## src/common/adc_cfg_defines.svh

```systemverilog
`ifndef ADC_CFG_DEFINES_SVH
`define ADC_CFG_DEFINES_SVH

// ****************************************************************
// Timing
// ****************************************************************
`define CLK_PERIOD_NS   25
`define SCLK_HALF_NS    100
`define SCLK_HALF_CYC   (`SCLK_HALF_NS / `CLK_PERIOD_NS)
`define CS_HIGH_NS      50
`define CS_HIGH_CYC     ((`CS_HIGH_NS + `CLK_PERIOD_NS - 1) / `CLK_PERIOD_NS)

// ****************************************************************
// Frame layout: {op[3:0], address[7:0], data[7:0]}
// ****************************************************************
`define WORD_BITS       20
`define CMD_OP_LSB      16
`define CMD_ADDR_LSB    8
`define MAX_CHAIN       4
`define STAR_SLOTS      4

// ****************************************************************
// Device register map
// ****************************************************************
`define ADDR_POWER      8'h10
`define ADDR_KEY        8'h11
`define KEY_VALUE       8'h69
`define ADDR_INPUT      8'h14
`define ADDR_OUTPUT     8'h18
`define ADDR_WORD       8'h1c
`define CFG_RESET       8'h00
`define POWER_MASK      8'h03
`define INPUT_MASK      8'h03
`define OUTPUT_MASK     8'hdf
`define WORD_MASK       8'h3f
`define PWR_DOWN_BIT    0
`define PWR_NAP_BIT     1
`define OUT_MODE_LSB    0
`define OUT_LANE_LSB    2
`define OUT_RATE_BIT    4
`define OUT_RSVD_BIT    5
`define OUT_CLKSEL_LSB  6

// ****************************************************************
// Host register map
// ****************************************************************
`define HOST_COMMAND    8'h00
`define HOST_CONTROL    8'h04
`define HOST_STATUS     8'h08
`define HOST_RECEIVE    8'h0c
`define CTL_CPHA_BIT    0
`define CTL_CPOL_BIT    1
`define CTL_CHAIN_LSB   2
`define CTL_TARGET_LSB  4

`endif

```

## src/common/adc_cfg_pkg.sv

```systemverilog
package adc_cfg_pkg;
`include "adc_cfg_defines.svh"

   typedef logic [`WORD_BITS-1:0] word_t;

   typedef enum logic [3:0] {
      op_nop   = 4'h0,
      op_write = 4'h1,
      op_read  = 4'h2
   } op_e;

   typedef enum logic [1:0] {
      rd_follow      = 2'b00,
      rd_bad_lo      = 2'b01,
      rd_bad_hi      = 2'b10,
      rd_source_sync = 2'b11
   } read_mode_e;

   typedef enum logic [1:0] {
      st_idle  = 2'b00,
      st_shift = 2'b01,
      st_tail  = 2'b10,
      st_gap   = 2'b11
   } host_state_e;

endpackage : adc_cfg_pkg

```

## src/common/adc_cfg_if.sv

```systemverilog
`timescale 1ns/1ps
`include "adc_cfg_defines.svh"
interface adc_cfg_if;
   logic [`STAR_SLOTS-1:0] cs_n;
   logic                   sclk;
   logic                   sdi;
   logic [3:0]             lane_out;
   logic [3:0]             lane_oe;
   logic [3:0]             lane;
   logic                   ss_clk;

   // Undriven lanes read low
   assign lane = lane_out & lane_oe;

   modport device (input cs_n, input sclk, input sdi,
                   output lane_out, output lane_oe, output ss_clk);
   modport host   (output cs_n, output sclk, output sdi,
                   input lane, input ss_clk);
endinterface : adc_cfg_if

```

## src/logic/serial_edge_detect.sv

```systemverilog
`timescale 1ns/1ps
module serial_edge_detect (
   input  wire logic clock,
   input  wire logic resetn,
   input  wire logic sclk,
   input  wire logic cs_n,
   input  wire logic cpol,
   input  wire logic cpha,
   output      logic capture,
   output      logic launch,
   output      logic frame_start,
   output      logic frame_end
);
   logic sclk_q;
   logic cs_q;
   logic leading;
   logic trailing;

   // Previous pin levels for edge detection
   always_ff @(posedge clock or negedge resetn) begin
      if (!resetn) begin
         sclk_q <= 1'b0;
         cs_q   <= 1'b1;
      end else begin
         sclk_q <= sclk;
         cs_q   <= cs_n;
      end
   end

   // Edges count only inside a frame, so a stale level at reset is harmless
   assign leading     = !cs_n && (cpol ? (sclk_q && !sclk) : (!sclk_q && sclk));
   assign trailing    = !cs_n && (cpol ? (!sclk_q && sclk) : (sclk_q && !sclk));
   assign capture     = cpha ? trailing : leading;
   assign launch      = cpha ? leading : trailing;
   assign frame_start = cs_q && !cs_n;
   assign frame_end   = !cs_q && cs_n;
endmodule : serial_edge_detect

```

## src/logic/adc_cfg_device.sv

```systemverilog
`timescale 1ns/1ps
`include "adc_cfg_defines.svh"
module adc_cfg_device #(
   parameter int SLOT = 0
) (
   input  wire logic                    clock,
   input  wire logic                    resetn,
   adc_cfg_if.device                    link,
   output      logic                    power_down_request,
   output      logic                    light_sleep_enable,
   output      logic [1:0]              write_port_spi_mode,
   output      adc_cfg_pkg::read_mode_e read_protocol_select,
   output      logic [1:0]              output_lane_count,
   output      logic [1:0]              source_sync_clock_select,
   output      logic                    data_rate_double,
   output      logic [5:0]              output_word_config,
   output      logic                    command_done
);
   import adc_cfg_pkg::*;

   // ****************************************************************
   // Helpers
   // ****************************************************************
   function automatic logic [4:0] lane_step(input logic [1:0] code);
      case (code)
         2'b10:   lane_step = 5'd2;
         2'b11:   lane_step = 5'd4;
         default: lane_step = 5'd1;
      endcase
   endfunction : lane_step
   function automatic logic [3:0] lane_chunk(input word_t w, input logic [1:0] code);
      case (code)
         2'b10:   lane_chunk = {2'b00, w[18], w[19]};
         2'b11:   lane_chunk = {w[16], w[17], w[18], w[19]};
         default: lane_chunk = {3'b000, w[19]};
      endcase
   endfunction : lane_chunk
   // ****************************************************************
   // Registers and decode
   // ****************************************************************
   logic       cs_n, capture, launch, frame_start, frame_end;
   logic [1:0] power_bits, input_protocol_select;
   logic [7:0] output_protocol_select;
   logic [5:0] word_bits;
   logic       key_armed, sdo_q, is_write;
   word_t      unified_shift_reg, resp;
   logic [3:0] f_op;
   logic [7:0] f_addr, f_data, rd_value;
   assign cs_n     = link.cs_n[SLOT];
   assign f_op     = unified_shift_reg[`WORD_BITS-1:`CMD_OP_LSB];
   assign f_addr   = unified_shift_reg[`CMD_OP_LSB-1:`CMD_ADDR_LSB];
   assign f_data   = unified_shift_reg[`CMD_ADDR_LSB-1:0];
   assign is_write = frame_end && (f_op == op_write);
   serial_edge_detect u_edges (
      .clock       (clock),
      .resetn      (resetn),
      .sclk        (link.sclk),
      .cs_n        (cs_n),
      .cpol        (input_protocol_select[1]),
      .cpha        (input_protocol_select[0]),
      .capture     (capture),
      .launch      (launch),
      .frame_start (frame_start),
      .frame_end   (frame_end)
   );
   // Key arms on the key write; any other write disarms it
   // one-shot unlock key
   always_ff @(posedge clock or negedge resetn) begin
      if (!resetn) begin
         key_armed <= 1'b0;
      end else if (is_write) begin
         key_armed <= (f_addr == `ADDR_KEY) && (f_data == `KEY_VALUE);
      end
   end
   // Power control, only accepted while armed
   // zero after reset
   always_ff @(posedge clock or negedge resetn) begin
      if (!resetn) begin
         power_bits <= 2'(`CFG_RESET);
      end else if (is_write && f_addr == `ADDR_POWER && key_armed) begin
         power_bits <= f_data[1:0];
      end
   end
   // Configuration takes effect only between frames, never mid-shift
   // register decode
   always_ff @(posedge clock or negedge resetn) begin
      if (!resetn) begin
         input_protocol_select  <= 2'(`CFG_RESET);
         output_protocol_select <= `CFG_RESET;
         word_bits              <= 6'(`CFG_RESET);
      end else if (is_write) begin
         case (f_addr)
            `ADDR_INPUT:  input_protocol_select  <= f_data[1:0];
            `ADDR_OUTPUT: output_protocol_select <= f_data & `OUTPUT_MASK;
            `ADDR_WORD:   word_bits              <= f_data[5:0];
            default:      ;
         endcase
      end
   end
   // Read-back value
   // reserved bits zero
   always_comb begin
      case (f_addr)
         `ADDR_POWER:  rd_value = {6'h00, power_bits} & `POWER_MASK;
         `ADDR_INPUT:  rd_value = {6'h00, input_protocol_select} & `INPUT_MASK;
         `ADDR_OUTPUT: rd_value = output_protocol_select & `OUTPUT_MASK;
         `ADDR_WORD:   rd_value = {2'b00, word_bits} & `WORD_MASK;
         default:      rd_value = 8'h00;
      endcase
   end
   // Answer shown in the next frame: read data, or the echo of the command
   // decode at chip-select rise
   always_ff @(posedge clock or negedge resetn) begin
      if (!resetn) begin
         resp         <= '0;
         command_done <= 1'b0;
      end else begin
         command_done <= frame_end;
         if (frame_end) begin
            resp <= {f_op, f_addr, (f_op == op_read) ? rd_value : f_data};
         end
      end
   end

   // ****************************************************************
   // Unified shift register
   // ****************************************************************
   // In a chain the same register passes bits to the next device
   always_ff @(posedge clock or negedge resetn) begin
      if (!resetn) begin
         unified_shift_reg <= '0;
      end else if (frame_start) begin
         unified_shift_reg <= resp;
      end else if (capture) begin
         unified_shift_reg <= {unified_shift_reg[`WORD_BITS-2:0], link.sdi};
      end
   end
   // Phase 0 needs its first bit before the first edge
   // output follows input mode
   always_ff @(posedge clock or negedge resetn) begin
      if (!resetn) begin
         sdo_q <= 1'b0;
      end else if (frame_start && !input_protocol_select[0]) begin
         sdo_q <= resp[`WORD_BITS-1];
      end else if (launch) begin
         sdo_q <= unified_shift_reg[`WORD_BITS-1];
      end
   end

   // ****************************************************************
   // Source-synchronous read engine
   // ****************************************************************
   logic       ss_mode, ss_ddr, ss_tick, ss_clk_q, next_ss_clk, ss_run, ss_update, ss_done;
   logic [1:0] clk_sel, lane_code, ss_div;
   logic [4:0] ss_left;
   word_t      ss_word;
   logic [3:0] lanes_q;
   assign ss_mode   = output_protocol_select[1:0] == rd_source_sync;
   assign clk_sel   = output_protocol_select[`OUT_CLKSEL_LSB+1:`OUT_CLKSEL_LSB];
   assign lane_code = output_protocol_select[`OUT_LANE_LSB+1:`OUT_LANE_LSB];
   assign ss_ddr    = ss_mode && output_protocol_select[`OUT_RATE_BIT];
   assign ss_run    = ss_mode && !cs_n && !ss_done;
   // Internal clock divider, free running
   always_ff @(posedge clock or negedge resetn) begin
      if (!resetn) begin
         ss_div <= 2'b00;
      end else begin
         ss_div <= ss_div + 2'b01;
      end
   end
   always_comb begin
      case (clk_sel)
         2'b01:   ss_tick = 1'b1;
         2'b10:   ss_tick = ss_div[0];
         2'b11:   ss_tick = &ss_div;
         default: ss_tick = 1'b0;
      endcase
      if (!ss_run) begin
         next_ss_clk = 1'b0;
      end else if (clk_sel == 2'b00) begin
         next_ss_clk = link.sclk;
      end else begin
         next_ss_clk = ss_tick ? !ss_clk_q : ss_clk_q;
      end
   end
   // Single rate moves data on the falling output edge, double on both
   assign ss_update = ss_run && (next_ss_clk != ss_clk_q) && (ss_ddr || ss_clk_q);

   always_ff @(posedge clock or negedge resetn) begin
      if (!resetn) begin
         ss_clk_q <= 1'b0;
      end else begin
         ss_clk_q <= next_ss_clk;
      end
   end
   // First chunk is set up at the frame start, the rest on each update
   // lane width
   always_ff @(posedge clock or negedge resetn) begin
      if (!resetn) begin
         ss_word <= '0;
         lanes_q <= 4'h0;
         ss_left <= 5'd0;
      end else if (frame_start) begin
         ss_word <= resp << lane_step(lane_code);
         lanes_q <= lane_chunk(resp, lane_code);
         ss_left <= 5'(`WORD_BITS) - lane_step(lane_code);
      end else if (ss_update && ss_left != 5'd0) begin
         ss_word <= ss_word << lane_step(lane_code);
         lanes_q <= lane_chunk(ss_word, lane_code);
         ss_left <= ss_left - lane_step(lane_code);
      end
   end
   // The output clock stops once the last chunk has been passed
   always_ff @(posedge clock or negedge resetn) begin
      if (!resetn) begin
         ss_done <= 1'b0;
      end else if (frame_start) begin
         ss_done <= 1'b0;
      end else if (ss_update && ss_left == 5'd0) begin
         ss_done <= 1'b1;
      end
   end

   // ****************************************************************
   // Pins and user outputs
   // ****************************************************************
   // lane enables
   assign link.lane_out = ss_mode ? lanes_q : {3'b000, sdo_q};
   assign link.lane_oe  = cs_n ? 4'h0 :
                          !ss_mode ? 4'h1 :
                          (lane_code == 2'b11) ? 4'hf :
                          (lane_code == 2'b10) ? 4'h3 : 4'h1;
   assign link.ss_clk   = ss_clk_q;

   assign light_sleep_enable       = power_bits[`PWR_NAP_BIT];
   assign power_down_request       = power_bits[`PWR_DOWN_BIT];
   assign write_port_spi_mode      = input_protocol_select;
   assign read_protocol_select     = read_mode_e'(output_protocol_select[1:0]);
   assign output_lane_count        = lane_code;
   assign source_sync_clock_select = clk_sel;
   assign data_rate_double         = ss_ddr;
   assign output_word_config       = word_bits;
endmodule : adc_cfg_device

```

## src/flat_wrapper.sv

```systemverilog
// flat-port wrapper written by rule: the top's interface ports become plain ports
module adc_cfg_device_flat import adc_cfg_pkg::*;
#(
   parameter int SLOT = 0
)
  (clock, resetn, power_down_request, light_sleep_enable, write_port_spi_mode, read_protocol_select, output_lane_count, source_sync_clock_select, data_rate_double, output_word_config, command_done, link_cs_n, link_sclk, link_sdi, link_lane_out, link_lane_oe, link_ss_clk);
  adc_cfg_if link_i ();
  input  wire logic clock;
  input  wire logic resetn;
  output      logic power_down_request;
  output      logic light_sleep_enable;
  output      logic [1:0] write_port_spi_mode;
  output      adc_cfg_pkg::read_mode_e read_protocol_select;
  output      logic [1:0] output_lane_count;
  output      logic [1:0] source_sync_clock_select;
  output      logic data_rate_double;
  output      logic [5:0] output_word_config;
  output      logic command_done;
  input wire logic [$bits(link_i.cs_n)-1:0] link_cs_n;
  input wire logic [$bits(link_i.sclk)-1:0] link_sclk;
  input wire logic [$bits(link_i.sdi)-1:0] link_sdi;
  output wire logic [$bits(link_i.lane_out)-1:0] link_lane_out;
  output wire logic [$bits(link_i.lane_oe)-1:0] link_lane_oe;
  output wire logic [$bits(link_i.ss_clk)-1:0] link_ss_clk;
  assign link_i.cs_n = link_cs_n;
  assign link_i.sclk = link_sclk;
  assign link_i.sdi = link_sdi;
  assign link_lane_out = link_i.lane_out;
  assign link_lane_oe = link_i.lane_oe;
  assign link_ss_clk = link_i.ss_clk;
  adc_cfg_device #(.SLOT(SLOT)) u_core (.clock(clock), .resetn(resetn), .link(link_i), .power_down_request(power_down_request), .light_sleep_enable(light_sleep_enable), .write_port_spi_mode(write_port_spi_mode), .read_protocol_select(read_protocol_select), .output_lane_count(output_lane_count), .source_sync_clock_select(source_sync_clock_select), .data_rate_double(data_rate_double), .output_word_config(output_word_config), .command_done(command_done));
endmodule
```

## config.mk

```make
export PLATFORM = sky130hd
export DESIGN_NAME = adc_cfg_device_flat
export DESIGN_NICKNAME = d
export VERILOG_FILES = /design/src/common/adc_cfg_pkg.sv /design/src/common/adc_cfg_if.sv /design/src/logic/serial_edge_detect.sv /design/src/logic/adc_cfg_device.sv /design/src/flat_wrapper.sv
export VERILOG_INCLUDE_DIRS = /design/src /design/src/common
export SDC_FILE = /design/constraint.sdc
export NUM_CORES = 1
export LEC_CHECK = 0
export BUFFER_PORTS_ARGS = -buffer_cell sky130_fd_sc_hd__buf_2
export CAP_MARGIN = 20
export CORE_ASPECT_RATIO = 1.1
export CORE_MARGIN = 4
export CORE_UTILIZATION = 54
export DETAILED_ROUTE_END_ITERATION = 7
export PLACE_DENSITY = 0.76
export SETUP_SLACK_MARGIN = 0.15
export SKIP_LAST_GASP = 1
export SYNTH_ARGS = -nofsm -noshare
export SYNTH_HDL_FRONTEND = slang
export SYNTH_SLANG_ARGS = --single-unit
```

## constraint.sdc

```tcl
create_clock -name clock -period 2.6 [get_ports clock]
set_clock_uncertainty 0.1 [all_clocks]
set_input_delay 0.26 -clock clock [delete_from_list [all_inputs] [get_ports clock]]
set_output_delay 0.26 -clock clock [all_outputs]
set_load 0.05 [all_outputs]
```

==> run_results.csv <==
group,metric,value,unit
clocking,numCtsBuffers,9,
power,p_seq_share,47.9,%
grt,grt_use_met1,30.0,%
routing,routedWlPerCell,18.1,um
final_layout,final_core_util,64.3,%
floorplanning,io_pins,35,
routing,wl,11600,um
grt,gr-usage-all-layers,23.1,%
yosys,synth-warning-count,0,
worst_setup_path,path_class,"reg2reg",
yosys,yosysSeqAreaShare,49.3,%
flow_run,max-cap-violations,0,
power,p_int,0.00285,W
grt,antenna_found_initial,0,
worst_hold_path,hp-class,"in2reg",
worst_setup_path,worst_ep_required_time,2.76,ns
grt,met3_usage,3.84,%
grt,grt_pass1_vias,3789,
floorplanning,start_util,56.5,%
final_layout,final_cell_mix,"dfrtp_1 (93), nand2_1 (72), o21ai_0 (44), a21oi_1 (43), buf_2 (30)",
grt,grt_pass1_wl,19400,um
grt,met2_usage,38.3,%
power,clkPwrFrac,24.7,%
clocking,clock_path_buffers,2,
power,switching_power,0.00144,W
placed_design,io_buffer_count,31,
final_layout,drive_above_1_share,23.6,%
grt,top_usage_layer,"met2",
worst_setup_path,cp-start-kind,"register",
power,combPwrFrac,27.3,%
yosys,synth_nets,503,
worst_setup_path,crit_path_end_kind,"register",
floorplanning,dieArea,10500,um^2
routing,dr.first_iter.drc_count,275,
yosys,synthCells,490,
sta,setup_viol,0,
final_layout,n_antenna_cell,0,
sta,worstMarginPinSlew,0.612,ns
clocking,clkTransAtPathRegs,0.09,ns
sta,relSlewSlack,59.2,%
floorplanning,coreArea,8540,um^2
floorplanning,die_w,98.1,um
sta,fin_crit_sh,94.3,%
worst_setup_path,worst-path-max-fanout,6,
floorplanning,die_y,107,um
grt,grt-ovfl-total,0,
clocking,cts.sinks,95,
status,status,"completed",
placed_design,place_congestion,0.854,
sta,fin_ws,0.149,ns
final_layout,areaGrowthSynthToFinish,13.7,%
power,ir_worst_vdd,275,uV
clocking,insertion_delay,0.37,ns
floorplanning,rows,35,
sta,fmax,408,MHz
final_layout,final_common_cell,"dfrtp_1",
clocking,htree_levels,3,
sta,layout_min_cycle_time,2.45,ns
worst_hold_path,hold_depth,3,
yosys,syn_area,4830,um^2
grt,grt_max_degree,59,
power,p_leak,2.55,nW
final_layout,stdcell_area,5490,um^2
routing,vias_per_cell,5.86,
worst_setup_path,ff2ff_path_depth,5,
placed_design,hpwl,7880,um
routing,drc,0,
sta,hold_viol,0,
yosys,synth.distinct_cells,55,
worst_setup_path,cp_common_cell,"or3_4",
worst_setup_path,crit_chain,"or4b_4, or3_4, or2_4, or3_4, mux2_4",
power,sw_frac_of_total,33.6,%
sta,rsz0062_at_grt,"yes",
yosys,syn_avg_cell_area,9.85,um^2
yosys,synth-seq-cells,95,
routing,dr_total_vias,3756,
power,p_per_area,782,nW/um^2
routing,dr.pass1.iters,4,
clocking,cts_root_buffer,"clkbuf_8",
routing,postRouteAntennaNets,0,
sta,final-max-slew-violation-count,0,
final_layout,nets,538,
clocking,cts_tree,"built",
yosys,async_flop_share,100,%
placed_design,dp_worst_setup_slack,-0.0172,ns
worst_setup_path,critPathArrivalTime,2.61,ns
yosys,synth_edf_count,0,
placed_design,dpl_cell_area,5130,um^2
worst_setup_path,cpMaxStageDelayCell,"or4b_4",
sta,tns,0,ns
worst_setup_path,slowest_delay,0.54,ns
yosys,ys.flop_type,"dfrtp_1",
[worst max-delay path, delay by kind of cell (launching register included)]
family	cells	cell delay, ns
DFF	1	0.39
and+or+nand+nor	4	1.53
muxes	1	0.32
[what timing repair did]
item / in CTS / in global routing
endpoints found under the hold margin: 39 / 0
setup endpoints to repair: 12 / 33
gates resized for setup: 10 / 4
cloned: 0 / 1
hold buffers: 3 / 0
setup buffers: 3 / 3
pin swaps: 4 / 5
[cell families (layout without fill, tap and decap cells)]
logic type | count (synthesis) | count (layout) | synth area share, %
compound gates | 134 | 134 | 16.6
xor+xnor | 3 | 3 | 0.544
fa+ha+maj | 5 | 5 | 1.45
buf+inv | 53 | 93 | 5.05
flops | 95 | 95 | 49.3
mux | 44 | 44 | 11.0
simple gates | 156 | 156 | 16.1
[path summary, 6_finish.rpt]
kind,from,slack [ns],to
min,link_sdi,0.11,u_core.unified_shift_reg[0]
max,u_core.unified_shift_reg[14],0.15,u_core.output_word_config[3]
min in group asynchronous,resetn,0.29,u_core.output_protocol_select[1]
max in group asynchronous,resetn,1.39,u_core.u_edges.cs_q
max reg2reg,u_core.unified_shift_reg[14],0.15,u_core.output_word_config[3]
min reg2reg,u_core.resp[13],0.37,u_core.resp[13]
[power by group through the flow]
| stage | Clock [W] | Combinational, W | Sequential [W] |
|---|---|---|---|
| 5_1_grt | 0.00114 | 0.00132 | 0.00209 |
| 3_3_place_gp | 0 | 0.00109 | 0.00206 |
| 4_1_cts | 0.00107 | 0.00116 | 0.00205 |
| 3_5_place_dp | 0 | 0.00113 | 0.00207 |
| 2_1_floorplan | 0 | 0.000889 | 0.00199 |
| 6_report | 0.00106 | 0.00117 | 0.00206 |
[through the flow]
step / total power [W] / instances / hold WS, ns
3_3_place_gp: 0.00316 / 615 / 0.153
6_report: 0.00429 / 641 / 0.111
2_1_floorplan: 0.00288 / 490 / -0.136
4_1_cts: 0.00429 / 637 / 0.106
3_5_place_dp: 0.00320 / 615 / 0.164
5_1_grt: 0.00456 / 641 / 0.130
[synth_stat cells, types with 6 or more instances]
cell type	instances	share of area (%)
a21oi_1	43	4.5
o22a_1	11	2.0
mux2_4	6	1.9
o21ai_0	46	4.8
nor2_1	16	1.2
dfrtp_1	94	49
clkbuf_1	22	1.7
mux2_2	29	6.8
nand2_1	73	5.7
buf_4	9	1.4
o211ai_1	9	1.4
mux2i_1	7	1.5
nand2b_1	6	0.78
inv_1	16	1.2
nand3_1	6	0.62
and2_1	19	2.5
nor2b_1	6	0.78
[layout make-up]
| class | instances | area, um^2 |
|---|---|---|
| multi-input cells | 342 | 2260 |
| fillers | 699 | 3050 |
| clock inverters | 5 | 81.3 |
| clock buffers | 11 | 131 |
| repair buffers | 61 | 440 |
| flip-flops and latches | 95 | 2380 |
| inverters | 16 | 60.1 |
| well taps | 111 | 139 |
[layer usage]
| layer | routed length [um] | part of all wire, % | up-vias |
|---|---|---|---|
| li1 | - | - | 1787 |
| met1 | 4860 | 42 | 1824 |
| met2 | 5710 | 49 | 121 |
| met3 | 673 | 5.8 | 24 |
| met4 | 340 | 2.9 | 0 |
| met5 | 0 | 0 | - |
(Power assumes the default switching activity.)
